==> config.mk <==
export PLATFORM = sky130hd
export DESIGN_NAME = tmc_tx_mib_counters
export DESIGN_NICKNAME = d
export VERILOG_FILES = /design/src/logic/tmc_pkg.sv /design/src/logic/tmc_stat_counter.sv /design/src/logic/tmc_tx_event_qual.sv /design/src/logic/tmc_tx_mib_counters.sv
export SDC_FILE = /design/constraint.sdc
export NUM_CORES = 1
export LEC_CHECK = 0
export ABC_AREA = 1
export BUFFER_PORTS_ARGS = -buffer_cell sky130_fd_sc_hd__buf_2
export CAP_MARGIN = 20
export CELL_PAD_IN_SITES_DETAIL_PLACEMENT = 0
export CELL_PAD_IN_SITES_GLOBAL_PLACEMENT = 1
export CORE_MARGIN = 8
export CORE_UTILIZATION = 26
export CTS_CLUSTER_SIZE = 12
export DETAILED_ROUTE_END_ITERATION = 10
export GPL_TIMING_DRIVEN = 0
export PLACE_DENSITY = 0.64
export RECOVER_POWER = 100
export SLEW_MARGIN = 20
export SYNTH_ARGS = -nofsm -noshare
export SYNTH_HDL_FRONTEND = slang
export SYNTH_SLANG_ARGS = --single-unit
export TNS_END_PERCENT = 50
==> constraint.sdc <==
create_clock -name clock -period 2.34 [get_ports clock]
set_clock_uncertainty 0.2 [all_clocks]
set_input_delay 0.351 -clock clock [delete_from_list [all_inputs] [get_ports clock]]
set_output_delay 0.351 -clock clock [all_outputs]
set_load 0.05 [all_outputs]
==> src/logic/tmc_pkg.sv <==
// package: offsets, reset values, thresholds and carriers of the tx statistics counters
`default_nettype none

package tmc_pkg;

  // counter geometry
  localparam int          CNT_W          = 32;
  localparam int          NUM_CNT        = 2;
  localparam int          ADDR_W         = 8;
  localparam int          OCTET_W        = 16;
  localparam int          COLL_W         = 5;

  // counter slots in the bank
  localparam int          IDX_TX_OCTET   = 0;
  localparam int          IDX_SINGLE_COL = 1;

  // register offsets inside the io and memory windows, index by counter slot
  localparam logic [ADDR_W-1:0] OFS_TX_OCTET   = 8'hEC;
  localparam logic [ADDR_W-1:0] OFS_SINGLE_COL = 8'hF0;
  localparam logic [NUM_CNT-1:0][ADDR_W-1:0] CNT_OFS = {OFS_SINGLE_COL, OFS_TX_OCTET};

  // values after reset and at the update mark
  localparam logic [CNT_W-1:0]  CNT_RESET      = 32'h0000_0000;
  localparam logic [CNT_W-1:0]  CNT_THRESH     = 32'hC000_0000;
  localparam logic [CNT_W-1:0]  CNT_ONE        = 32'h0000_0001;
  localparam logic [CNT_W-1:0]  VLAN_TAG_OCTETS = 32'h0000_0004;
  localparam logic [COLL_W-1:0] COLL_ONE       = 5'h01;
  localparam logic [3:0]        BE_DWORD       = 4'hF;
  localparam logic [CNT_W-1:0]  RDATA_UNMAPPED = 32'h0000_0000;

  // end-of-frame report from the mac transmit path
  typedef struct packed {
    logic               done;          // one-cycle pulse, frame left the mac
    logic               ok;            // frame transmitted successfully
    logic [OCTET_W-1:0] octets;        // data plus padding octets, tag excluded
    logic               vlan_inserted; // mac added a tag to this frame
    logic [COLL_W-1:0]  collisions;    // collisions met before success
  } tmc_tx_event_type;

  // register access from the window decoder
  typedef struct packed {
    logic              rd;
    logic              wr;
    logic [ADDR_W-1:0] addr;
    logic [3:0]        be;
    logic [CNT_W-1:0]  wdata;
  } tmc_reg_req_type;

  typedef struct packed {
    logic             ack;
    logic             err;
    logic [CNT_W-1:0] rdata;
  } tmc_reg_rsp_type;

endpackage : tmc_pkg

`default_nettype wire

==> src/logic/tmc_stat_counter.sv <==
// module: one wrapping statistics counter with update-mark detection
`default_nettype none

module tmc_stat_counter
  import tmc_pkg::*;
#(
  parameter int             W      = 32,
  parameter logic [W-1:0]   THRESH = 32'hC000_0000
)(
  // clock and reset
  input  wire logic         clock,
  input  wire logic         rstn,
  input  wire logic         sw_clear,
  // counting
  input  wire logic         enable,
  input  wire logic         inc_valid,
  input  wire logic [W-1:0] inc_amount,
  // software write
  input  wire logic         wr_en,
  input  wire logic [W-1:0] wr_data,
  // state
  output logic [W-1:0]      count_q,
  output logic              mark_hit
);

  logic [W-1:0] count_d;
  logic [W:0]   sum;
  logic         counting;

  ////////////////////////////////////////////////////////////////////////////
  // next count: clear, then software write, then increment
  always_comb begin
    counting = enable && inc_valid;
    sum      = {1'b0, count_q} + {1'b0, inc_amount};
    count_d  = count_q;                                    // hold when idle
    mark_hit = 1'b0;
    if (sw_clear) begin
      count_d = CNT_RESET[W-1:0];
    end else if (wr_en) begin
      count_d = wr_data;
    end else if (counting) begin
      count_d  = sum[W-1:0];                               // carry dropped
      // octet steps can jump over the exact mark, so detect the crossing
      mark_hit = (count_q < THRESH) && (sum[W-1:0] >= THRESH) && !sum[W];
    end
  end

  always_ff @(posedge clock or negedge rstn) begin
    if (!rstn) begin
      count_q <= CNT_RESET[W-1:0];
    end else begin
      count_q <= count_d;
    end
  end

endmodule : tmc_stat_counter

`default_nettype wire

==> src/logic/tmc_tx_event_qual.sv <==
// module: turns a mac end-of-frame report into counter increments
`default_nettype none

module tmc_tx_event_qual
  import tmc_pkg::*;
(
  // clock and reset
  input  wire logic                    clock,
  input  wire logic                    rstn,
  // frame report
  input  wire tmc_pkg::tmc_tx_event_type tx_evt,
  // increments, registered
  output logic                         octet_vld_q,
  output logic [tmc_pkg::CNT_W-1:0]    octet_inc_q,
  output logic                         single_col_q
);

  logic                 octet_vld_d;
  logic [CNT_W-1:0]     octet_inc_d;
  logic                 single_col_d;
  logic                 good_frame;

  ////////////////////////////////////////////////////////////////////////////
  // qualify the report; the tag is added back so byte counts see the wire
  always_comb begin
    good_frame   = tx_evt.done && tx_evt.ok;
    octet_vld_d  = good_frame;
    octet_inc_d  = {{(CNT_W-OCTET_W){1'b0}}, tx_evt.octets};
    if (tx_evt.vlan_inserted) begin
      octet_inc_d = octet_inc_d + VLAN_TAG_OCTETS;
    end
    single_col_d = good_frame && (tx_evt.collisions == COLL_ONE);
  end

  // one flop stage keeps the adder away from the counter carry chain
  always_ff @(posedge clock or negedge rstn) begin
    if (!rstn) begin
      octet_vld_q  <= 1'b0;
      octet_inc_q  <= CNT_RESET;
      single_col_q <= 1'b0;
    end else begin
      octet_vld_q  <= octet_vld_d;
      octet_inc_q  <= octet_inc_d;
      single_col_q <= single_col_d;
    end
  end

endmodule : tmc_tx_event_qual

`default_nettype wire

==> src/logic/tmc_tx_mib_counters.sv <==
// module: transmit-side mib counter bank, octets ok and single-collision frames
//
// How it works
// the octet counter adds data and padding octets of each successfully sent frame.
// the octet counter wraps from all ones to zero and keeps counting.
// byte counts include the four tag octets when the mac inserted a tag.
// the octet counter crossing 0xC0000000 raises the statistics update flag.
// the octet counter counts only with global enable one and its mask bit zero.
// the single-collision counter adds one per frame sent ok after exactly one collision.
// the single-collision counter wraps from all ones to zero and keeps counting.
// the single-collision counter crossing 0xC0000000 raises the update flag.
// the single-collision counter counts only with global enable one and mask bit zero.
// the single-collision counter sits at 0xF0, resets to zero, dword access only.
// a disabled or masked counter holds its value and raises no update.
`default_nettype none

module tmc_tx_mib_counters
  import tmc_pkg::*;
#(
  parameter int                       NUM    = tmc_pkg::NUM_CNT,
  parameter logic [tmc_pkg::CNT_W-1:0] THRESH = tmc_pkg::CNT_THRESH
)(
  // clock and resets
  input  wire logic                     clock,
  input  wire logic                     rstn,
  input  wire logic                     sw_reset,
  // mac transmit path report
  input  wire tmc_pkg::tmc_tx_event_type tx_evt,
  // statistics control from mac control and mask registers
  input  wire logic                     stats_global_enable,
  input  wire logic [NUM-1:0]           stats_counter_mask,
  // register window access
  input  wire tmc_pkg::tmc_reg_req_type reg_req,
  output tmc_pkg::tmc_reg_rsp_type      reg_rsp,
  // set pulse toward the interrupt status register
  output logic                          stats_update_irq
);

  ////////////////////////////////////////////////////////////////////////////
  // declarations

  // increments from the frame report
  logic                  octet_vld;
  logic [CNT_W-1:0]      octet_inc;
  logic                  single_col;

  // per-counter wiring
  logic [NUM-1:0]              cnt_enable;
  logic [NUM-1:0]              cnt_inc_valid;
  logic [NUM-1:0][CNT_W-1:0]   cnt_inc_amount;
  logic [NUM-1:0]              cnt_wr_en;
  logic [NUM-1:0][CNT_W-1:0]   cnt_value;
  logic [NUM-1:0]              cnt_mark_hit;

  // register access decode
  logic [NUM-1:0]        addr_hit;
  logic                  any_hit;
  logic                  access;
  logic                  full_dword;
  logic                  wr_ok;
  logic                  bad_access;
  logic [CNT_W-1:0]      rd_mux;

  // response and update flag state
  logic                  ack_d;
  logic                  ack_q;
  logic                  err_d;
  logic                  err_q;
  logic [CNT_W-1:0]      rdata_d;
  logic [CNT_W-1:0]      rdata_q;
  logic                  irq_d;
  logic                  irq_q;

  ////////////////////////////////////////////////////////////////////////////
  // frame report qualification

  tmc_tx_event_qual u_event_qual (
    .clock        (clock),
    .rstn         (rstn),
    .tx_evt       (tx_evt),
    .octet_vld_q  (octet_vld),
    .octet_inc_q  (octet_inc),
    .single_col_q (single_col)
  );

  ////////////////////////////////////////////////////////////////////////////
  // route increments to the counter slots

  // octets of a good frame go to slot 0, tag octets already included
  always_comb begin
    cnt_inc_valid                  = '0;
    cnt_inc_amount                 = '0;
    cnt_inc_valid[IDX_TX_OCTET]    = octet_vld;
    cnt_inc_amount[IDX_TX_OCTET]   = octet_inc;
    cnt_inc_valid[IDX_SINGLE_COL]  = single_col;
    cnt_inc_amount[IDX_SINGLE_COL] = CNT_ONE;
  end

  ////////////////////////////////////////////////////////////////////////////
  // register window decode

  // both counters answer only to full double-word accesses
  always_comb begin
    access     = reg_req.rd || reg_req.wr;
    full_dword = (reg_req.be == BE_DWORD);
    addr_hit   = '0;
    for (int i = 0; i < NUM; i++) begin
      addr_hit[i] = (reg_req.addr == CNT_OFS[i]);
    end
    any_hit    = |addr_hit;
    wr_ok      = reg_req.wr && full_dword;
    // unmapped or partial accesses are flagged, never half-applied
    bad_access = access && (!any_hit || !full_dword);
  end

  // read mux, unmapped addresses read as zero
  always_comb begin
    rd_mux = RDATA_UNMAPPED;
    for (int i = 0; i < NUM; i++) begin
      if (addr_hit[i]) begin
        rd_mux = cnt_value[i];
      end
    end
  end

  ////////////////////////////////////////////////////////////////////////////
  // counter slots

  generate
    for (genvar g = 0; g < NUM; g++) begin : g_cnt
      // a masked slot or a cleared global enable freezes the count
      assign cnt_enable[g] = stats_global_enable && !stats_counter_mask[g];
      assign cnt_wr_en[g]  = wr_ok && addr_hit[g];

      tmc_stat_counter #(
        .W      (CNT_W),
        .THRESH (THRESH)
      ) u_cnt (
        .clock      (clock),
        .rstn       (rstn),
        .sw_clear   (sw_reset),
        .enable     (cnt_enable[g]),
        .inc_valid  (cnt_inc_valid[g]),
        .inc_amount (cnt_inc_amount[g]),
        .wr_en      (cnt_wr_en[g]),
        .wr_data    (reg_req.wdata),
        .count_q    (cnt_value[g]),
        .mark_hit   (cnt_mark_hit[g])
      );
    end
  endgenerate

  ////////////////////////////////////////////////////////////////////////////
  // statistics update pulse

  // any slot crossing the mark sets the shared update bit; the status
  // register outside holds it sticky, so a one-cycle pulse is enough
  always_comb begin
    irq_d = |(cnt_mark_hit & cnt_enable);
    if (sw_reset) begin
      irq_d = 1'b0;
    end
  end

  always_ff @(posedge clock or negedge rstn) begin
    if (!rstn) begin
      irq_q <= 1'b0;
    end else begin
      irq_q <= irq_d;
    end
  end

  ////////////////////////////////////////////////////////////////////////////
  // register response

  // one-cycle answer to every access; read data is the value before a
  // same-cycle increment lands, which software sees as an ordinary race
  always_comb begin
    ack_d   = access;
    err_d   = bad_access;
    rdata_d = rdata_q;
    if (reg_req.rd) begin
      rdata_d = full_dword ? rd_mux : RDATA_UNMAPPED;
    end
  end

  always_ff @(posedge clock or negedge rstn) begin
    if (!rstn) begin
      ack_q   <= 1'b0;
      err_q   <= 1'b0;
      rdata_q <= CNT_RESET;
    end else begin
      ack_q   <= ack_d;
      err_q   <= err_d;
      rdata_q <= rdata_d;
    end
  end

  ////////////////////////////////////////////////////////////////////////////
  // outputs

  assign reg_rsp.ack      = ack_q;
  assign reg_rsp.err      = err_q;
  assign reg_rsp.rdata    = rdata_q;
  assign stats_update_irq = irq_q;

endmodule : tmc_tx_mib_counters

`default_nettype wire

* After elaboration in Yosys (flattened, before gate mapping)
Cells that the tools add are included.
** Word-level totals
- Register bits after elaboration :: 133
- Input port bits :: 76
- Logic and storage cells :: 64
** Operators by class
- Add/sub/neg operators :: 3
- $lt $le $gt $ge :: 4
- Eq/ne operators :: 4
- Mux-type cells :: 17
- Bitwise gates (word level) :: 1
- Reduce and logical (&&, ||, !) cells :: 26
** Operators by type and width (number)
- 2-to-1 mux 32 bit :: 10
- >= comparator 32 bit (second input constant) :: 2
- less-than comparator 32 bit (second input constant) :: 2
- adder 32 x 1 -> 33 bit (second input constant) :: 1
- adder 32 x 32 -> 33 bit :: 1
- adder 16 x 3 -> 17 bit (second input constant) :: 1
- equality test 8 bit (second input constant) :: 2
- logical AND 1 bit :: 14
- 2-to-1 mux 1 bit :: 7
- zero test 1 bit :: 6
- nonzero test 3 bit :: 2
- equality test 5 x 1 -> 1 bit (second input constant) :: 1
- equality test 4 bit (second input constant) :: 1
- OR reduction 2 bit :: 2
- bitwise AND 2 bit :: 1
- logical OR 1 bit :: 2

* Depth between registers and ports, before layout
- Word-level depth :: 10
- Depth in mapped cells :: 15
- Gate-level depth less buffers :: 15

* Cells and area by module
From an unflattened synthesis, not the netlist that was laid out.
** Unflattened totals
- Cell total of the unflattened synthesis :: 1830
- Area total of the unflattened synthesis :: 11192.0 um^2
** By module, submodules not included
- tmc_stat_counter at g_cnt[0].u_cnt :: times used 1, cells each 718, area an instance 4048.9 um^2, sequential area each 800.8 um^2
- tmc_stat_counter at g_cnt[1].u_cnt :: times used 1, cells each 721, area an instance 4001.3 um^2, sequential area each 800.8 um^2
- tmc_tx_mib_counters :: times used 1, cells each 285, area an instance 2168.3 um^2, sequential area each 875.8 um^2
- tmc_tx_event_qual :: times used 1, cells each 106, area an instance 973.4 um^2, sequential area each 475.5 um^2

* Least setup slack after synthesis
Ideal clock, no wire load.
- Kind :: flip-flop to flip-flop
- From :: register g_cnt[0].u_cnt.count_q[0]
- To :: register g_cnt[0].u_cnt.count_q[24]
- Arrival :: 1837 ps
- Data required time :: 2020 ps
- Setup slack :: 182 ps
- Cell stages (with the launch flop) :: 14
- Path buffers :: 0
- Period minus slack after synthesis :: 2158 ps
- Cell sequence :: dfrtp_1 ha_1 fa_1 nand2_1 nand3_1 and2_1 nand2_1 nand2_1 nand3b_1 nand3_1 nand2_1 nand2_1 o21ai_1 nand2_1
** Between the ends
- Longest elaborated chain between the ends :: 4
** RTL lines
- start, declared :: line tmc_stat_counter.sv:22 : output logic [W-1:0] count_q,
- start signal, assigned :: line tmc_stat_counter.sv:50 : count_q <= CNT_RESET[W-1:0];
- start signal, assigned :: line tmc_stat_counter.sv:52 : count_q <= count_d;
- adder 32 x 32 -> 33 bit :: line tmc_stat_counter.sv:34 : sum = {1'b0, count_q} + {1'b0, inc_amount};
- 2-to-1 mux 32 bit :: line tmc_stat_counter.sv:41 : end else if (counting) begin
- 2-to-1 mux 32 bit :: line tmc_stat_counter.sv:39 : end else if (wr_en) begin
- 2-to-1 mux 32 bit :: line tmc_stat_counter.sv:37 : if (sw_clear) begin
Every way passes these cells. The select of a mux whose other input is x is not followed.
A chain may end at the register's enable or synchronous reset.

* Final worst setup path
- From :: register g_cnt[0].u_cnt.count_q[0]
- To :: register irq_q, in the netlist stats_update_irq
** Between the ends
- Longest elaborated chain between the ends :: 10
** RTL lines
- adder 32 x 32 -> 33 bit :: line tmc_stat_counter.sv:34
- >= comparator 32 bit :: line tmc_stat_counter.sv:44 : mark_hit = (count_q < THRESH) && (sum[W-1:0] >= THRESH) && !sum[W];
- logical AND 1 bit :: line tmc_stat_counter.sv:44
- logical AND 1 bit * :: line tmc_stat_counter.sv:44
- 2-to-1 mux 1 bit * :: line tmc_stat_counter.sv:41
- 2-to-1 mux 1 bit * :: line tmc_stat_counter.sv:39
- 2-to-1 mux 1 bit * :: line tmc_stat_counter.sv:37
- bitwise AND 2 bit * :: line tmc_tx_mib_counters.sv:159 : irq_d = |(cnt_mark_hit & cnt_enable);
- OR reduction 2 bit * :: line tmc_tx_mib_counters.sv:159
- 2-to-1 mux 1 bit * :: line tmc_tx_mib_counters.sv:160 : if (sw_reset) begin
- net irq_d :: line tmc_tx_mib_counters.sv:71 : logic irq_d;
- end signal, assigned :: line tmc_tx_mib_counters.sv:169 : irq_q <= irq_d;
- end, declared :: line tmc_tx_mib_counters.sv:72 : logic irq_q;
The timed path passes the listed nets; every way through them passes the cells marked *.

==> flow_metrics.py <==
metrics = {
    "synthesis": {
        "syn-num-nets": 1190,
        "ys_types": 45,
        "ys_seq_area_share_pct": 37.1,
        "synth-compound-area-share_pct": 18.5,
        "synth.avg_cell_area_um2": 7.28,
        "synth_xor_xnor_area_share_pct": 4.62,
        "synth_top_family_by_area": "simple AND/OR/NAND/NOR gates",
        "ys.warnings.count": 0,
        "synth-simple-area-share_pct": 27.1,
        "synthMuxAreaShare_pct": 0.141,
        "synthesis.area_mm2": 0.00796,
        "synth_seq_cells": 118,
        "syn_inst": 1094,
        "synthAdderAreaFrac_pct": 3.24,
    },
    "worst_setup_path": {
        "rrSetupSlack_ns": 0.06,
        "crit_slowest_cell": "dfrtp_1",
        "worstSetupStartpoint": "g_cnt[0].u_cnt.count_q[0]",
        "crit_path_max_incr_delay_ns": 0.40,
        "cpMostUsedCell": "nand2_2",
        "crit_chain": "ha_4, fa_2, nand2_2, nand3_2, nand3b_1, nand2_4, nand2_4, nand3_4, nand2_2, nand2_1, nand2_2, nand3_4, a21oi_4",
        "r2r-start": "g_cnt[0].u_cnt.count_q[0]",
        "end_kind": "flip-flop",
        "rr_worst_depth": 13,
        "start_kind": "flip-flop",
        "critPathTopFamily": "simple AND/OR/NAND/NOR gates",
        "crit_arrival_ns": 2.43,
        "crit_end": "stats_update_irq",
        "critical_path_required_ns": 2.48,
        "cp.buffers_inverters": 0,
        "crit_fanout": 5,
        "critPathKind": "flip-flop to flip-flop",
        "cp.depth": 13,
        "r2r_end": "stats_update_irq",
    },
    "finish": {
        "final_nets": 1351,
        "instances_no_fill": 1665,
        "nFillCells": 3316,
        "drive_above_1_share_pct": 18.8,
        "syn_to_final_growth_pct": 29.2,
        "final_cell_mix": "nand2_1, inv_1, dfrtp_1, nor2_1, buf_2",
        "final_common_cell": "nand2_1",
    },
    "timing": {
        "rsz0062_at_grt": "yes",
        "setup_viol": 0,
        "slew_violations": 0,
        "hold_viol": 0,
        "post-route-period-util_pct": 97.6,
        "fmax_mhz": 438,
        "slew_headroom_pct": 6.16,
        "worst_pin_slew_ns": 1.41,
        "hold_ws_ns": 0.0167,
        "fin_crit_ns": 2.28,
    },
    "power_and_ir_drop": {
        "power_density_mw_per_mm2": 720,
        "cellLeakagePower_nw": 4.62,
        "vdd_drop_max_mv": 0.557,
    },
    "floorplan": {
        "die_w_um": 191,
        "die_area_mm2": 0.0365,
        "io-pin-count": 111,
        "rows": 64,
        "design.core.area_mm2": 0.0303,
        "start_util_pct": 26.2,
        "die_h_um": 191,
    },
    "cts": {
        "cts_num_sinks": 118,
        "insertion_delay_ns": 0.42,
        "cts_tree": "built",
        "cts_buffer_depth": 2,
        "path_clk_slew_ns": 0.06,
        "htreeDepth": 4,
        "cts_root_buf": "clkbuf_16",
        "cts_inserted_buffers": 17,
    },
    "detailed_routing": {
        "drc": 0,
        "drt_iter0_markers": 632,
        "drtPass1Iterations": 6,
        "wl_mm": 31.1,
        "via_count": 8034,
        "post_drt_wl_per_cell_um": 18.7,
        "postRouteAntennaNets": 0,
        "vias_per_cell": 4.83,
    },
    "placed_design": {
        "hpwl_mm": 24.8,
        "port_buffers": 110,
        "dp.cells": 1601,
        "gp_congestion": 0.900,
    },
    "min_path": {
        "hold_path.class": "input port to flip-flop",
    },
    "global_route": {
        "grt_max_degree": 64,
        "grt_usage_pct": 16.9,
        "grt_pass1_vias": 8102,
        "antenna_found_initial": 1,
        "grt_pass1_wl_mm": 46.9,
        "grt_overflow": 0,
    },
    "outcome": {
        "status": "finished clean",
    },
    "run": {
        "cap_violations": 0,
    },
}
==> layout make-up <==
class                      instances  area [µm²]  share of cell area, %
antenna                            1        2.50                 0.0243
buffer                            40         205                   2.00
clock buffer                      20         457                   4.44
clock inverter                    12         129                   1.25
inverter                         141         529                   5.15
multi-input combinational        795        4690                   45.6
sequential                       118        2960                   28.8
tap                              396         495                   4.82
timing repair buffer             142         818                   7.96
==> state kept, by name, summed over array words and instances (netlist names) <==
signal	flops
u_event_qual.octet_vld_q	1
rdata_q	32
ack_q	1
u_event_qual.single_col_q	1
stats_update_irq	1
err_q	1
u_event_qual.octet_inc_q	17
g_cnt.u_cnt.count_q	64
==> where the power goes <==
group          total (mW)  internal [mW]  switching, mW
logic                2.32          0.955           1.37
registers            2.43           2.20          0.227
clock network        2.66           1.62           1.04
total                7.40           4.77           2.63
==> cell families after synthesis <==
group,count (synthesis)
compound gates,227
simple gates,505
buf+inv,181
xor+xnor,42
flops,118
mux,1
fa+ha+maj,20
==> worst reg2reg max path: cells and delay by family (launching register included) <==
kind / cells / cell delay [ns]
AOI/OAI and AO/OA: 1 / 0.17
and+or+nand+nor: 10 / 0.88
DFF: 1 / 0.40
adders and majority gates: 2 / 0.55
==> worst min-delay path by stage <==
stage	slack [ns]	endpoint	cells after the start	start
after detailed placement	0.12	g_cnt[1].u_cnt.count_q[3]	1	rstn
after floorplan	-0.14	ack_q	0	rstn
after global placement	0.26	u_event_qual.octet_inc_q[0]	1	tx_evt[6]
after CTS	0.008	stats_update_irq	2	sw_reset
after global routing	0.01	stats_update_irq	2	sw_reset
final	0.02	stats_update_irq	2	sw_reset
==> synthesized netlist by cell type, drive strengths merged <==
cell / instances / area (µm²)
o21bai: 5 / 37.5
ha: 19 / 238
o22ai: 23 / 194
xor2: 34 / 298
a21oi: 46 / 264
nor3b: 2 / 26.3
nand2: 300 / 1160
dfrtp: 118 / 2950
and2: 1 / 6.26
or2: 1 / 6.26
o31ai: 2 / 15.0
a32o: 31 / 310
fa: 1 / 20.0
a21o: 1 / 7.51
nor2: 102 / 393
buf: 20 / 135
o21ai: 108 / 563
nand3: 52 / 270
a31oi: 1 / 6.26
xnor2: 8 / 70.1
clkinv: 1 / 3.75
inv: 140 / 526
o211ai: 10 / 75.1
nor4: 8 / 56.3
nand4: 13 / 81.3
clkbuf: 20 / 76.3
nand3b: 4 / 30.0
mux2: 1 / 11.3
nor3: 22 / 131
==> layer usage <==
layer / global-route usage, % / routed length, µm / vias up
li1: - / - / 3933
met1: 21.4 / 13700 / 3832
met2: 29.1 / 15300 / 213
met3: 2.79 / 1340 / 56
met4: 5.04 / 743 / 0
met5: 0 / 0 / -
==> through the flow <==
step           power, mW  area, µm²  TNS [ns]  utilization (%)  setup WS (ns)
3_3_place_gp        4.26       9010   -126.67             29.7          -1.06
6_report            7.40      10300         0             33.9         0.0572
5_1_grt             7.78      10300   -0.0983             33.9        -0.0353
4_1_cts             7.00       9940    -0.101             32.8        -0.0504
3_5_place_dp        4.27       9040     -2.66             29.8         -0.383
2_1_floorplan       3.61       7960         0                -          0.182
==> what timing repair did <==
| item | CTS | global route |
|---|---|---|
| pin swaps | 2 | 18 |
| buffers inserted | 0 | 7 |
| gates resized for setup | 17 | 78 |
| endpoints found under the hold margin | 75 | 0 |
| hold buffers | 24 | 0 |
| setup endpoints to repair | 16 | 29 |
No activity file was read; power rests on OpenSTA's default activity.
